## config.mk

```make
export PLATFORM = sky130hd
export DESIGN_NAME = flash_host_ctrl
export DESIGN_NICKNAME = d
export VERILOG_FILES = /design/src/logic/flash_host_pkg.sv /design/src/logic/flash_host_ctrl.sv
export SDC_FILE = /design/constraint.sdc
export NUM_CORES = 1
export LEC_CHECK = 0
export CAP_MARGIN = 25
export CORE_UTILIZATION = 57
export DETAILED_ROUTE_END_ITERATION = 10
export DONT_BUFFER_PORTS = 1
export PLACE_DENSITY = 0.75
export SLEW_MARGIN = 20
export SYNTH_ARGS = -nofsm -noshare
export SYNTH_HDL_FRONTEND = slang
export SYNTH_SLANG_ARGS = --single-unit
```

## constraint.sdc

```tcl
create_clock -name clk -period 1.9 [get_ports clk]
set_input_delay 0.095 -clock clk [delete_from_list [all_inputs] [get_ports clk]]
set_output_delay 0.095 -clock clk [all_outputs]
set_load 0.05 [all_outputs]
```

## src/logic/flash_host_pkg.sv

```systemverilog
package flash_host_pkg;
   // ==========================================================
   // clock and widths
   localparam int CLK_PERIOD_NS = 50;
   localparam int ADDR_W        = 21;
   localparam int DATA_W        = 16;
   localparam int CMD_W         = 8;
   localparam int BANK_HI       = 20;
   localparam int BANK_LO       = 15;
   localparam int BANK_W        = BANK_HI - BANK_LO + 1;
   // ==========================================================
   // pin timing in ns
   localparam int WE_LOW_NS          = 40;
   localparam int WE_HIGH_NS         = 20;
   localparam int ACCESS_NS          = 80;
   localparam int RESET_PULSE_MIN_NS = 500;
   localparam int RESET_READY_NS     = 20000;
   // least times round up to whole cycles
   function automatic logic [8:0] cyc_up(input int ns);
      return 9'((ns + CLK_PERIOD_NS - 1) / CLK_PERIOD_NS);
   endfunction
   localparam logic [8:0] WE_LOW_CYC      = cyc_up(WE_LOW_NS);
   localparam logic [8:0] WE_HIGH_CYC     = cyc_up(WE_HIGH_NS);
   localparam logic [8:0] ACCESS_CYC      = cyc_up(ACCESS_NS);
   localparam logic [8:0] RESET_PULSE_CYC = cyc_up(RESET_PULSE_MIN_NS);
   localparam logic [8:0] RESET_READY_CYC = cyc_up(RESET_READY_NS);
   localparam logic [8:0] CNT_ONE         = 9'h001;
   localparam logic [8:0] CNT_SAT         = 9'h1FF;
   // ==========================================================
   // user requests and pins
   typedef enum logic [2:0] {
      OP_READ,
      OP_WRITE,
      OP_SW_RESET,
      OP_HW_RESET,
      OP_ID_ENTER
   } op_t;
   typedef struct packed {
      op_t                 op;
      logic                start_op;
      logic [ADDR_W-1:0]   addr;
      logic [DATA_W-1:0]   data;
   } req_t;
   typedef struct packed {
      logic                flash_chip_select_n;
      logic                oe_n;
      logic                we_n;
      logic                reset_n;
      logic [ADDR_W-1:0]   addr;
      logic [DATA_W-1:0]   dq_out;
      logic                dq_oe;
   } pins_t;
endpackage

```

## src/logic/flash_host_ctrl.sv

```systemverilog
// Operation
// - host does not read other addresses of a bank that is busy
// - first read after power-up follows reset or select going low
// - id read affects one bank, its base given on the third write
// - host writes by strobe pulse with select low, enable high
// - host holds reset low at least 500 ns
`timescale 1ns/1ps
`default_nettype none
module flash_host_ctrl #(
   parameter logic [7:0]  CMD_RESET     = 8'hF0,
   parameter logic [7:0]  CMD_UNLOCK_A  = 8'hAA,
   parameter logic [7:0]  CMD_UNLOCK_B  = 8'h55,
   parameter logic [7:0]  CMD_ID        = 8'h90,
   parameter logic [20:0] UNLOCK_ADDR_A = 21'h000555,
   parameter logic [20:0] UNLOCK_ADDR_B = 21'h0002AA
) (
   // clock and reset
   input  wire logic                  clk,
   input  wire logic                  arst_n,
   // user requests
   input  wire logic                  req_valid,
   input  wire flash_host_pkg::req_t  req,
   output var  logic                  req_ready,
   input  wire logic                  op_done,
   // user answers
   output var  logic                  resp_valid,
   output var  logic [15:0]           resp_data,
   output var  logic                  resp_err,
   // flash pins
   output var  flash_host_pkg::pins_t pins,
   input  wire logic [15:0]           dq_in
);
   typedef enum logic [2:0] {
      ST_RST_LOW,
      ST_RST_WAIT,
      ST_IDLE,
      ST_WR_SETUP,
      ST_WR_LOW,
      ST_WR_HIGH,
      ST_RD
   } state_t;

   state_t      state_r;
   logic [8:0]  cnt_r;
   logic [1:0]  id_step_r;
   logic [20:0] id_base_r;
   logic        busy_r;
   logic [5:0]  busy_bank_r;
   logic [20:0] busy_addr_r;
   logic [8:0]  wait_cnt_r;
   logic [8:0]  low_cnt_r;
   logic        take;
   logic        refuse_rd;
   logic [20:0] wr_addr;
   logic [7:0]  wr_data;

   function automatic logic [5:0] bank_of(input logic [20:0] a);
      return a[flash_host_pkg::BANK_HI:flash_host_pkg::BANK_LO];
   endfunction

   // ==========================================================
   // request decode
   assign take = (state_r == ST_IDLE) && req_valid && req_ready;
   assign refuse_rd = busy_r && (bank_of(req.addr) == busy_bank_r)
                      && (req.addr != busy_addr_r);

   always_comb begin
      wr_addr = req.addr;
      wr_data = req.data[7:0];
      unique case (req.op)
         flash_host_pkg::OP_SW_RESET: begin
            wr_data = CMD_RESET;
         end
         flash_host_pkg::OP_ID_ENTER: begin
            wr_addr = UNLOCK_ADDR_A;
            wr_data = CMD_UNLOCK_A;
         end
         default: begin
         end
      endcase
   end

   // ==========================================================
   // pin sequencer
   always_ff @(posedge clk or negedge arst_n) begin
      if (!arst_n) begin
         state_r   <= ST_RST_LOW;
         cnt_r     <= 9'h000;
         id_step_r <= 2'h0;
         id_base_r <= 21'h000000;
         req_ready <= 1'b0;
         resp_valid <= 1'b0;
         resp_data <= 16'h0000;
         resp_err  <= 1'b0;
         pins      <= '{flash_chip_select_n: 1'b1, oe_n: 1'b1,
                        we_n: 1'b1, reset_n: 1'b0, addr: 21'h000000,
                        dq_out: 16'h0000, dq_oe: 1'b0};
      end else begin
         resp_valid <= 1'b0;
         unique case (state_r)
            ST_RST_LOW: begin
               if (cnt_r == flash_host_pkg::RESET_PULSE_CYC
                            - flash_host_pkg::CNT_ONE) begin
                  cnt_r        <= 9'h000;
                  pins.reset_n <= 1'b1;
                  state_r      <= ST_RST_WAIT;
               end else begin
                  cnt_r <= cnt_r + flash_host_pkg::CNT_ONE;
               end
            end
            ST_RST_WAIT: begin
               if (cnt_r == flash_host_pkg::RESET_READY_CYC
                            - flash_host_pkg::CNT_ONE) begin
                  cnt_r     <= 9'h000;
                  req_ready <= 1'b1;
                  state_r   <= ST_IDLE;
               end else begin
                  cnt_r <= cnt_r + flash_host_pkg::CNT_ONE;
               end
            end
            ST_IDLE: begin
               if (take) begin
                  cnt_r <= 9'h000;
                  unique case (req.op)
                     flash_host_pkg::OP_READ: begin
                        if (refuse_rd) begin
                           resp_valid <= 1'b1;
                           resp_err   <= 1'b1;
                        end else begin
                           req_ready                <= 1'b0;
                           pins.addr                <= req.addr;
                           pins.flash_chip_select_n <= 1'b0;
                           pins.oe_n                <= 1'b0;
                           state_r                  <= ST_RD;
                        end
                     end
                     flash_host_pkg::OP_HW_RESET: begin
                        req_ready    <= 1'b0;
                        pins.reset_n <= 1'b0;
                        state_r      <= ST_RST_LOW;
                     end
                     flash_host_pkg::OP_WRITE,
                     flash_host_pkg::OP_SW_RESET,
                     flash_host_pkg::OP_ID_ENTER: begin
                        req_ready                <= 1'b0;
                        id_step_r <= (req.op == flash_host_pkg::OP_ID_ENTER)
                                     ? 2'h1 : 2'h0;
                        id_base_r                <= req.addr;
                        pins.addr                <= wr_addr;
                        pins.dq_out              <= {8'h00, wr_data};
                        pins.dq_oe               <= 1'b1;
                        pins.flash_chip_select_n <= 1'b0;
                        state_r                  <= ST_WR_SETUP;
                     end
                     default: begin
                        resp_valid <= 1'b1;
                        resp_err   <= 1'b1;
                     end
                  endcase
               end
            end
            ST_WR_SETUP: begin
               pins.we_n <= 1'b0;
               state_r   <= ST_WR_LOW;
            end
            ST_WR_LOW: begin
               if (cnt_r == flash_host_pkg::WE_LOW_CYC
                            - flash_host_pkg::CNT_ONE) begin
                  cnt_r     <= 9'h000;
                  pins.we_n <= 1'b1;
                  state_r   <= ST_WR_HIGH;
               end else begin
                  cnt_r <= cnt_r + flash_host_pkg::CNT_ONE;
               end
            end
            ST_WR_HIGH: begin
               if (cnt_r == flash_host_pkg::WE_HIGH_CYC
                            - flash_host_pkg::CNT_ONE) begin
                  cnt_r <= 9'h000;
                  if (id_step_r == 2'h1) begin
                     id_step_r   <= 2'h2;
                     pins.addr   <= UNLOCK_ADDR_B;
                     pins.dq_out <= {8'h00, CMD_UNLOCK_B};
                     state_r     <= ST_WR_SETUP;
                  end else if (id_step_r == 2'h2) begin
                     id_step_r   <= 2'h0;
                     pins.addr   <= {bank_of(id_base_r), UNLOCK_ADDR_A[14:0]};
                     pins.dq_out <= {8'h00, CMD_ID};
                     state_r     <= ST_WR_SETUP;
                  end else begin
                     pins.flash_chip_select_n <= 1'b1;
                     pins.dq_oe               <= 1'b0;
                     req_ready                <= 1'b1;
                     resp_valid               <= 1'b1;
                     resp_err                 <= 1'b0;
                     state_r                  <= ST_IDLE;
                  end
               end else begin
                  cnt_r <= cnt_r + flash_host_pkg::CNT_ONE;
               end
            end
            ST_RD: begin
               if (cnt_r == flash_host_pkg::ACCESS_CYC
                            - flash_host_pkg::CNT_ONE) begin
                  cnt_r                    <= 9'h000;
                  resp_data                <= dq_in;
                  resp_valid               <= 1'b1;
                  resp_err                 <= 1'b0;
                  req_ready                <= 1'b1;
                  pins.flash_chip_select_n <= 1'b1;
                  pins.oe_n                <= 1'b1;
                  state_r                  <= ST_IDLE;
               end else begin
                  cnt_r <= cnt_r + flash_host_pkg::CNT_ONE;
               end
            end
         endcase
      end
   end

   // ==========================================================
   // busy bank tracking
   always_ff @(posedge clk or negedge arst_n) begin
      if (!arst_n) begin
         busy_r      <= 1'b0;
         busy_bank_r <= 6'h00;
         busy_addr_r <= 21'h000000;
      end else if (state_r == ST_RST_LOW) begin
         busy_r <= 1'b0;
      end else if (take && req.op == flash_host_pkg::OP_WRITE
                   && req.start_op) begin
         busy_r      <= 1'b1;
         busy_bank_r <= bank_of(req.addr);
         busy_addr_r <= req.addr;
      end else if (op_done) begin
         busy_r <= 1'b0;
      end
   end

   // ==========================================================
   // checks
   always_ff @(posedge clk or negedge arst_n) begin
      if (!arst_n) begin
         wait_cnt_r <= 9'h000;
         low_cnt_r  <= 9'h000;
      end else if (!pins.reset_n) begin
         wait_cnt_r <= 9'h000;
         if (low_cnt_r != flash_host_pkg::CNT_SAT) begin
            low_cnt_r <= low_cnt_r + flash_host_pkg::CNT_ONE;
         end
      end else begin
         low_cnt_r <= 9'h000;
         if (wait_cnt_r != flash_host_pkg::CNT_SAT) begin
            wait_cnt_r <= wait_cnt_r + flash_host_pkg::CNT_ONE;
         end
      end
   end
endmodule
`default_nettype wire

```

==> results of run 1 <==
final cells by class:
class	instances	area [um2]
repair buffers	124	1180
well taps	105	131
fillers	498	1880
clock inverters	6	67.6
flip-flops and latches	95	2380
clock buffers	10	128
multi-input cells	300	2420
inverters	19	71.3
registers in the layout (all words and copies together), names as in the netlist:
| name | flops |
|---|---|
| id_base_r | 6 |
| resp_data | 16 |
| busy_bank_r | 6 |
| busy_addr_r | 15 |
| id_step_r | 2 |
| resp_err | 1 |
| busy_r | 1 |
| resp_valid | 1 |
| cnt_r | 9 |
| pins | 34 |
| req_ready | 1 |
| state_r | 3 |
power groups by stage:
stage	clock network (mW)	registers, mW	logic, mW
floorplan	0	2.15	0.138
global placement	0	2.15	0.137
detailed placement	0	2.15	0.141
CTS	1.37	2.11	0.236
global route	1.46	2.11	0.265
finish	1.36	2.11	0.247
per-stage QoR:
stage / instances / util [%]
2_1_floorplan: 445 / -
3_3_place_gp: 572 / 64.1
3_5_place_dp: 572 / 64.1
4_1_cts: 654 / 76.5
5_1_grt: 659 / 77.3
6_report: 659 / 77.3
what timing repair did:
item | in CTS | in global routing
pin swaps | 13 | 11
resized for setup | 33 | 15
endpoints found under the hold margin | 169 | 95
endpoints found under the setup margin | 66 | 70
setup buffers | 16 | 8
gates cloned | 3 | 0
worst min path at each step:
stage | to | slack (ps) | cells after the start
after floorplan | busy_addr_r[0] | -200 | 0
after global placement | resp_data[8] | -200 | 0
after detailed placement | resp_data[10] | -200 | 0
after CTS | pins[17] | -600 | 0
after global routing | pins[19] | -610 | 0
final | busy_addr_r[7] | -580 | 0
logic make-up after synthesis:
| family | synth area share [%] |
|---|---|
| DFF | 48.8 |
| other | 0.0769 |
| AOI/OAI and AO/OA | 9.65 |
| adders and majority gates | 1.28 |
| xor gates and xnor gates | 5.39 |
| and+or+nand+nor | 13.1 |
| muxes | 16.2 |
| buffers and inverters | 5.49 |
Yosys cell counts (8+ instances only):
| master | instances |
|---|---|
| sky130_fd_sc_hd__nor2_1 | 26 |
| sky130_fd_sc_hd__mux2_4 | 19 |
| sky130_fd_sc_hd__dfrtp_1 | 92 |
| sky130_fd_sc_hd__mux2_2 | 8 |
| sky130_fd_sc_hd__clkbuf_1 | 8 |
| sky130_fd_sc_hd__a21oi_1 | 12 |
| sky130_fd_sc_hd__nand2_1 | 33 |
| sky130_fd_sc_hd__nand3_1 | 11 |
| sky130_fd_sc_hd__inv_1 | 18 |
| sky130_fd_sc_hd__xnor2_1 | 11 |
| sky130_fd_sc_hd__xor2_1 | 19 |
| sky130_fd_sc_hd__nand4_1 | 8 |
| sky130_fd_sc_hd__buf_4 | 13 |
| sky130_fd_sc_hd__o21ai_0 | 22 |
| sky130_fd_sc_hd__mux2_1 | 27 |
| sky130_fd_sc_hd__mux2i_1 | 11 |
| sky130_fd_sc_hd__a22o_1 | 8 |
critical path: cells and delay by family (launching register included):
kind	cells	cell delay [ps]
flip-flops	1	400
AO/OA/AOI/OAI	3	680
AND/OR/NAND/NOR	3	800
adder cells (fa/ha/maj)	1	120
buffers and inverters	1	80
per-layer routing:
metal  vias up  track usage, %
li1       1745               -
met1      1922            37.6
met2       183            47.9
met3        36            7.65
met4         0            13.4
met5         -               0
==> metrics.log, run 1 <==
[metrics] setup TNS: -7820 ps
[metrics] First DRT Iteration DRCs: 281
[metrics] count of antenna-violating nets left after detailed routing: 0
[metrics] maximum clock frequency: 455 MHz
[metrics] cell count after synthesis: 438
[metrics] part of the total power dissipated in the clock network: 36.6%
[metrics] Setup WS pre-CTS: -335 ps
[metrics] worst max-slew margin expressed relative to the limit: 48.3%
[metrics] portion of total power attributed to combinational logic: 6.7%
[metrics] Met1 Wirelength: 5330 um
[metrics] critical path launch point: cnt_r[1]
[metrics] layout-stage area growth over the synthesis result: 30.9%
[metrics] reported leakage power: 3.12 nW
[metrics] peak per-stage delay on the critical path: 470 ps
[metrics] number of iterations in the first detailed-routing pass: 5
[metrics] starting utilization of the core area: 59.0%
[metrics] CP required: 2160 ps
[metrics] length of routed met3 wiring: 1020 um
[metrics] count of flip-flops with a built-in enable after synthesis: 0
[metrics] async set-or-reset flop fraction in the synthesized netlist: 100%
[metrics] worst r2r dst: req_ready
[metrics] flop and latch count out of synthesis: 95
[metrics] share of the clock period used by the worst path after layout: 116%
[metrics] number of hold-slack violations in the final timing report: 95
[metrics] final setup violation count: 47
[metrics] Hold Crit Class: in -> async
[metrics] x dimension of the die: 94.5 um
[metrics] met2 routed WL: 6120 um
[metrics] number of top-level pins: 122
[metrics] Clock Sinks: 95
[metrics] cell taking the most area after synthesis: sky130_fd_sc_hd__dfrtp_1
[metrics] post-route minimum period: 2200 ps
[metrics] Worst Setup End Kind: flop
[metrics] clock insertion delay at the later pin of the skew report: 370 ps
[metrics] measured slew at the worst slew-check pin: 775 ps
[metrics] Post-CTS Hold Fix Bufs: 49
[metrics] cell area after layout: 6380 um2
[metrics] clock-pin slew of the registers on the worst-case setup and hold paths: 100 ps
[metrics] P_int: 2.78 mW
[metrics] cell types occupying the most area after synthesis: sky130_fd_sc_hd__dfrtp_1, sky130_fd_sc_hd__mux2_1, sky130_fd_sc_hd__mux2_4
[metrics] number of rows in the core area: 33
[metrics] half-perimeter wire length of the detailed placement result: 7540 um
[metrics] element type at the critical path start: flop
[metrics] total power of the final layout: 3.72 mW
[metrics] worst-path cell chain: inv_2 -> ha_4 -> or4b_4 -> o32ai_4 -> o221a_2 -> nor3b_4 -> nand3_1 -> a22o_1
[metrics] Final Wtd Congestion: 0.862
[metrics] routed wire length per instance: 19.4 um
[metrics] total wire length: 12800 um
[metrics] run status: finished with violations
[metrics] number of distinct library cell variants in the gate-level netlist after synthesis: 62
[metrics] total global routing track utilization: 29.7%
[metrics] floorplan core area: 8260 um2
[metrics] detailed-route vias per instance: 5.90
[metrics] TritonCTS clock tree: done
[metrics] arrival time at the worst endpoint: 2450 ps
[metrics] end point of the critical path: req_ready
[metrics] beginning of the worst register-to-register path: cnt_r[1]
[metrics] Pwr Density: 582 nW/um2
[metrics] top-area cell type share of the netlist area: 47.2%
[metrics] R2R cell count: 8
[metrics] unrepaired setup endpoints after global routing: yes
[metrics] Port Buf Inserts: 0
[metrics] post-detailed-route DRC marker count: 0
[metrics] wire length of the first global-routing pass: 20000 um
[metrics] highest-count cells in the layout ignoring fill and taps: sky130_fd_sc_hd__dfrtp_1, sky130_fd_sc_hd__buf_4, sky130_fd_sc_hd__dlygate4sd3_1
[metrics] average cell area after synthesis: 11.1 um2
[metrics] minimum setup slack in the final design: -296 ps
[metrics] total global routing overflow: 0
[metrics] worst hold slack: -584 ps
[metrics] worst-case clock skew: 17.7 ps
[metrics] maximum vdd drop: 480 uV
[metrics] proportion of total power due to net switching: 25.2%
[metrics] initial antenna violation count: 0
[metrics] crit-path max FO: 2
[metrics] clock root buffer: sky130_fd_sc_hd__clkbuf_8
[metrics] floorplan die area: 8930 um2
[metrics] maximum number of pins on one net before global-route repair: 96
[metrics] Via Count: 3886
[metrics] share of synthesized area occupied by flip-flops and latches: 48.8%
[metrics] violations in the final reports: negative hold slack, negative setup slack
[metrics] Post-DP Area: 5300 um2
[metrics] buffer depth of the longest clock path: 2
[metrics] startpoint-to-endpoint class of the critical path: reg -> reg
[metrics] Clock H-tree levels: 3
[metrics] cell area after synthesis: 4880 um2
[metrics] main flop type after synthesis: sky130_fd_sc_hd__dfrtp_1
[metrics] top layer in use: met4
[metrics] final net count: 615
[metrics] Maximum Capacitance Violations: 0
[metrics] number of global-route vias before repair: 4059
[metrics] flop2flop setup slack: -300 ps
[metrics] total count of max-transition violations in the final report: 0
[metrics] Reg power frac: 56.8%
[metrics] die outline height: 94.5 um
[metrics] antenna diode count: 0
[metrics] most common cell after layout, fill and taps aside: sky130_fd_sc_hd__dfrtp_1
[metrics] fraction of layout instances using a drive strength above 1: 29.6%
[metrics] Slowest cell on crit path: sky130_fd_sc_hd__or4b_4
[metrics] switching power total: 0.938 mW
[metrics] total number of yosys warnings: 0
[metrics] total clock buffers created by CTS: 9
No activity file was read; power rests on OpenSTA's default activity.
==> inputs of run 2 (changes only) <==
--- a/config.mk
+++ b/config.mk
@@ -10,6 +10,7 @@
 export DETAILED_ROUTE_END_ITERATION = 10
 export DONT_BUFFER_PORTS = 1
 export PLACE_DENSITY = 0.75
+export SKIP_LAST_GASP = 1
 export SLEW_MARGIN = 20
 export SYNTH_ARGS = -nofsm -noshare
 export SYNTH_HDL_FRONTEND = slang
==> metrics.log, run 2 (synthesis gave the netlist of run 1 again) <==
[metrics] number of rows in the core area: 33
[metrics] final net count: 620
[metrics] wire length of the first global-routing pass: 19800 um
[metrics] end-of-flow core utilization: 79.2%
[metrics] Post-DP Area: 5300 um2
[metrics] fraction of layout instances using a drive strength above 1: 33.8%
[metrics] starting utilization of the core area: 59.0%
[metrics] post-route minimum period: 2240 ps
[metrics] routed wire length per instance: 20.2 um
[metrics] reported leakage power: 3.17 nW
[metrics] maximum clock frequency: 446 MHz
[metrics] clock root buffer: sky130_fd_sc_hd__clkbuf_8
[metrics] number of global-route vias before repair: 4013
[metrics] max FFs per register: 34
[metrics] element type at the critical path start: flop
[metrics] clock insertion delay at the later pin of the skew report: 360 ps
[metrics] top flop regs: pins: 34 flops, resp_data: 16 flops, busy_addr_r: 15 flops
[metrics] buffer depth of the longest clock path: 2
[metrics] total power of the final layout: 3.72 mW
[metrics] worst-case clock skew: 18.2 ps
[metrics] TritonCTS clock tree: done
[metrics] crit-path max FO: 2
[metrics] First DRT Iteration DRCs: 265
[metrics] violations in the final reports: negative hold slack, negative setup slack
[metrics] Pwr Density: 568 nW/um2
[metrics] Worst Setup End Kind: flop
[metrics] floorplan die area: 8930 um2
[metrics] flop2flop setup slack: -340 ps
[metrics] setup TNS: -11530 ps
[metrics] initial antenna violation count: 0
[metrics] half-perimeter wire length of the detailed placement result: 7540 um
[metrics] minimum setup slack in the final design: -345 ps
[metrics] detailed-route vias per instance: 5.95
[metrics] worst max-slew margin expressed relative to the limit: 47.0%
[metrics] maximum vdd drop: 478 uV
[metrics] total global routing track utilization: 29.3%
[metrics] Port Buf Inserts: 0
[metrics] Final Wtd Congestion: 0.862
[metrics] total global routing overflow: 0
[metrics] register with the most flip-flops: pins
[metrics] clock-pin slew of the registers on the worst-case setup and hold paths: 100 ps
[metrics] post-detailed-route DRC marker count: 0
[metrics] die outline height: 94.5 um
[metrics] number of hold-slack violations in the final timing report: 95
[metrics] Via Count: 3952
[metrics] maximum number of pins on one net before global-route repair: 96
[metrics] layout-stage area growth over the synthesis result: 34.2%
[metrics] antenna diode count: 0
[metrics] R2R cell count: 8
[metrics] startpoint-to-endpoint class of the critical path: reg -> reg
[metrics] Hold Crit Class: in -> async
[metrics] measured slew at the worst slew-check pin: 795 ps
[metrics] total clock buffers created by CTS: 9
[metrics] count of antenna-violating nets left after detailed routing: 0
[metrics] final setup violation count: 52
[metrics] run status: finished with violations
[metrics] Clock Sinks: 95
[metrics] x dimension of the die: 94.5 um
[metrics] total count of max-transition violations in the final report: 0
[metrics] floorplan core area: 8260 um2
[metrics] number of iterations in the first detailed-routing pass: 5
[metrics] share of the clock period used by the worst path after layout: 118%
[metrics] worst hold slack: -582 ps
[metrics] unrepaired setup endpoints after global routing: yes
[metrics] most common cell after layout, fill and taps aside: sky130_fd_sc_hd__dfrtp_1
[metrics] number of top-level pins: 122
[metrics] CP required: 2150 ps
[metrics] cell area after layout: 6540 um2
[metrics] total wire length: 13400 um
[metrics] Fill cells: 477
[metrics] highest-count cells in the layout ignoring fill and taps: sky130_fd_sc_hd__dfrtp_1, sky130_fd_sc_hd__buf_4, sky130_fd_sc_hd__dlygate4sd3_1
[metrics] arrival time at the worst endpoint: 2500 ps
[metrics] Post-CTS Hold Fix Bufs: 49
[metrics] Maximum Capacitance Violations: 0
[metrics] Clock H-tree levels: 3
==> run 2: cell types whose count changed in the layout (fill, tap and decap cells not counted), moves of 5 or more <==
| cell | previous run | this run |
|---|---|---|
| sky130_fd_sc_hd__nor2_2 | 1 | 6 |
| sky130_fd_sc_hd__nor2_4 | 1 | 7 |
| sky130_fd_sc_hd__nand3_2 | 1 | 7 |
| sky130_fd_sc_hd__nand3_1 | 11 | 5 |
| sky130_fd_sc_hd__buf_6 | 3 | 10 |
| sky130_fd_sc_hd__nor2_1 | 26 | 15 |
==> run 2: final cells by class <==
class | instances | area (um2) | share of cell area [%]
Multi-Input combinational cell | 300 | 2540 | 38.8
Sequential cell | 95 | 2380 | 36.4
Timing Repair Buffer | 129 | 1230 | 18.7
Tap cell | 105 | 131 | 2.01
Clock inverter | 6 | 67.6 | 1.03
Inverter | 19 | 71.3 | 1.09
Clock buffer | 10 | 128 | 1.95
==> run 2: through the flow <==
step / std cells / setup WS (ps) / hold slack [ps]
2_1_floorplan: 445 / -189 / -201
3_3_place_gp: 572 / -224 / -199
3_5_place_dp: 572 / -335 / -199
4_1_cts: 654 / -264 / -597
5_1_grt: 664 / -426 / -610
6_report: 664 / -345 / -582
==> run 2: timing repair <==
action,in CTS,in global routing
pin swaps,13,24
setup endpoints to repair,66,70
hold endpoints to repair,169,95
setup buffers,16,13
gates cloned,3,0
resized for setup,21,58
==> run 2: metal layers <==
layer / global-route usage [%] / vias to the layer above / wire (um)
met1: 36.3 / 1967 / 5460
met4: 12.8 / 0 / 368
met2: 47.2 / 199 / 6540
li1: - / 1753 / -
met5: 0 / - / 0
met3: 9.02 / 33 / 1030
==> run 2: worst paths after layout <==
| path | start | endpoint |
|---|---|---|
| worst max-delay path | cnt_r[1] | req_ready |
| min in group clk | req[38] | pins[8] |
| worst min register to register | id_base_r[16] | id_base_r[16] |
| worst max register to register | cnt_r[1] | req_ready |
| max in group asynchronous | arst_n | pins[39] |
| worst min-delay path | arst_n | pins[17] |
==> run 2: worst max-delay path, stage by stage, from the launching register on <==
cell and delay [ps]:
sky130_fd_sc_hd__dfrtp_1 400, sky130_fd_sc_hd__inv_2 80, sky130_fd_sc_hd__ha_4 120, sky130_fd_sc_hd__or4b_4 470, sky130_fd_sc_hd__o32ai_4 260, sky130_fd_sc_hd__o221a_2 260
sky130_fd_sc_hd__nor3b_4 220, sky130_fd_sc_hd__nand3_1 120, sky130_fd_sc_hd__a22o_1 210
==> run 2: power by group <==
| group | leakage (nW) | switching, mW | internal [mW] | total [mW] |
|---|---|---|---|---|
| Sequential | 1.21 | 0.0745 | 2.04 | 2.11 |
| Combinational | 1.87 | 0.125 | 0.128 | 0.252 |
| Clock | 0.0933 | 0.736 | 0.617 | 1.35 |
| Total | 3.17 | 0.935 | 2.78 | 3.72 |
==> inputs of run 3 (changes only) <==
--- a/config.mk
+++ b/config.mk
@@ -10,6 +10,7 @@
 export DETAILED_ROUTE_END_ITERATION = 10
 export DONT_BUFFER_PORTS = 1
 export PLACE_DENSITY = 0.75
+export RECOVER_POWER = 100
 export SKIP_LAST_GASP = 1
 export SLEW_MARGIN = 20
 export SYNTH_ARGS = -nofsm -noshare
==> metrics.log, run 3 (synthesis gave the netlist of run 1 again) <==
[metrics] peak per-stage delay on the critical path: 430 ps
[metrics] total global routing overflow: 0
[metrics] fraction of layout instances using a drive strength above 1: 32.6%
[metrics] register with the most flip-flops: pins
[metrics] number of rows in the core area: 33
[metrics] First DRT Iteration DRCs: 315
[metrics] final net count: 620
[metrics] Pwr Density: 569 nW/um2
[metrics] number of global-route vias before repair: 4013
[metrics] maximum vdd drop: 478 uV
[metrics] minimum setup slack in the final design: -337 ps
[metrics] total global routing track utilization: 29.3%
[metrics] maximum number of pins on one net before global-route repair: 96
[metrics] most common cell after layout, fill and taps aside: sky130_fd_sc_hd__dfrtp_1
[metrics] total count of max-transition violations in the final report: 0
[metrics] Fill cells: 482
[metrics] floorplan core area: 8260 um2
[metrics] highest-count cells in the layout ignoring fill and taps: sky130_fd_sc_hd__dfrtp_1, sky130_fd_sc_hd__buf_4, sky130_fd_sc_hd__dlygate4sd3_1
[metrics] share of the clock period used by the worst path after layout: 118%
[metrics] beginning of the worst register-to-register path: busy_addr_r[12]
[metrics] number of iterations in the first detailed-routing pass: 5
[metrics] layout-stage area growth over the synthesis result: 33.7%
[metrics] post-placement cell count: 572
[metrics] number of hold-slack violations in the final timing report: 95
[metrics] end-of-flow core utilization: 79.0%
[metrics] die outline height: 94.5 um
[metrics] worst max-slew margin expressed relative to the limit: 46.8%
[metrics] Maximum Capacitance Violations: 0
[metrics] non-filler cells, final: 664
[metrics] clock root buffer: sky130_fd_sc_hd__clkbuf_8
[metrics] count of antenna-violating nets left after detailed routing: 0
[metrics] Port Buf Inserts: 0
[metrics] violations in the final reports: negative hold slack, negative setup slack
[metrics] Hold Crit Class: in -> async
[metrics] arrival time at the worst endpoint: 2520 ps
[metrics] crit-path max FO: 2
[metrics] clock-pin slew of the registers on the worst-case setup and hold paths: 100 ps
[metrics] wire length of the first global-routing pass: 19800 um
[metrics] element type at the critical path start: flop
[metrics] Clock H-tree levels: 3
[metrics] Via Count: 3941
[metrics] measured slew at the worst slew-check pin: 798 ps
[metrics] post-detailed-route DRC marker count: 0
[metrics] clock insertion delay at the later pin of the skew report: 360 ps
[metrics] top flop regs: pins: 34 flops, resp_data: 16 flops, busy_addr_r: 15 flops
[metrics] starting utilization of the core area: 59.0%
[metrics] critical path launch point: busy_addr_r[12]
[metrics] worst-case clock skew: 17.3 ps
[metrics] Post-CTS Hold Fix Bufs: 49
[metrics] antenna diode count: 0
[metrics] initial antenna violation count: 0
[metrics] Slowest cell on crit path: sky130_fd_sc_hd__dfrtp_1
[metrics] x dimension of the die: 94.5 um
[metrics] half-perimeter wire length of the detailed placement result: 7540 um
[metrics] Worst Setup End Kind: flop
[metrics] TritonCTS clock tree: done
[metrics] worst-path cell chain: xor2_2 -> nor4_2 -> nand2_1 -> buf_6 -> o211ai_1 -> buf_4 -> o21ai_1 -> a311o_1
[metrics] maximum clock frequency: 447 MHz
[metrics] Final Wtd Congestion: 0.862
[metrics] startpoint-to-endpoint class of the critical path: reg -> reg
[metrics] Clock Sinks: 95
[metrics] reported leakage power: 3.16 nW
[metrics] total wire length: 13400 um
[metrics] buffer depth of the longest clock path: 2
[metrics] routed wire length per instance: 20.2 um
[metrics] detailed-route vias per instance: 5.94
[metrics] total clock buffers created by CTS: 9
[metrics] CP required: 2180 ps
[metrics] unrepaired setup endpoints after global routing: yes
[metrics] post-route minimum period: 2240 ps
[metrics] run status: finished with violations
[metrics] floorplan die area: 8930 um2
[metrics] max FFs per register: 34
[metrics] final setup violation count: 83
[metrics] number of top-level pins: 122
[metrics] worst hold slack: -580 ps
## run 3: worst paths after layout
path	depth (start not counted)	to	slack [ps]
max reg2reg	8	pins[41]	-340
max	8	pins[41]	-340
min in group clk	3	pins[8]	70
min	0	pins[17]	-580
min reg2reg	1	id_base_r[16]	510
max in group asynchronous	0	pins[39]	2260
## run 3: per-stage QoR
stage                     power, mW  TNS [ps]  setup slack [ps]  cell area (um2)
final                          3.71    -15980              -337             6520
after global routing           3.84    -22660              -426             6520
after CTS                      3.71     -7610              -264             6270
after detailed placement       2.29     -9100              -335             5300
after global placement         2.29     -6170              -224             5290
after floorplan                2.29     -2680              -189             4930
## run 3: metal layers
| layer | vias up | global-route usage (%) | share of wire, % |
|---|---|---|---|
| met2 | 216 | 47.2 | 49 |
| met1 | 1928 | 36.3 | 41 |
| li1 | 1752 | - | - |
| met4 | 0 | 12.8 | 3.0 |
| met5 | - | 0 | 0 |
| met3 | 45 | 9.02 | 7.6 |
## run 3: final cells by class
class | instances | area [um2] | area share, %
Clock inverter | 6 | 67.6 | 1.04
Clock buffer | 10 | 128 | 1.96
Timing Repair Buffer | 129 | 1220 | 18.7
Tap cell | 105 | 131 | 2.01
Inverter | 19 | 71.3 | 1.09
Multi-Input combinational cell | 300 | 2520 | 38.7
Sequential cell | 95 | 2380 | 36.5
## run 3: power breakdown
part           leakage [nW]  internal, mW  switching [mW]
Clock                0.0933         0.617           0.731
Sequential             1.20          2.04          0.0744
Combinational          1.86         0.128           0.124
## run 3: timing repair
item	in CTS	in global routing
gates resized for setup	21	58
cloned	3	0
buffers inserted	16	13
pin swaps	13	24
setup endpoints to repair	66	70
hold endpoints to repair	169	95
## run 3: worst max-delay path, delay by kind of cell (launching register included)
family / cells / cell delay, ps
compound gates: 3 / 720
simple gates: 2 / 500
flops: 1 / 430
buf+inv: 2 / 320
xor+xnor: 1 / 170
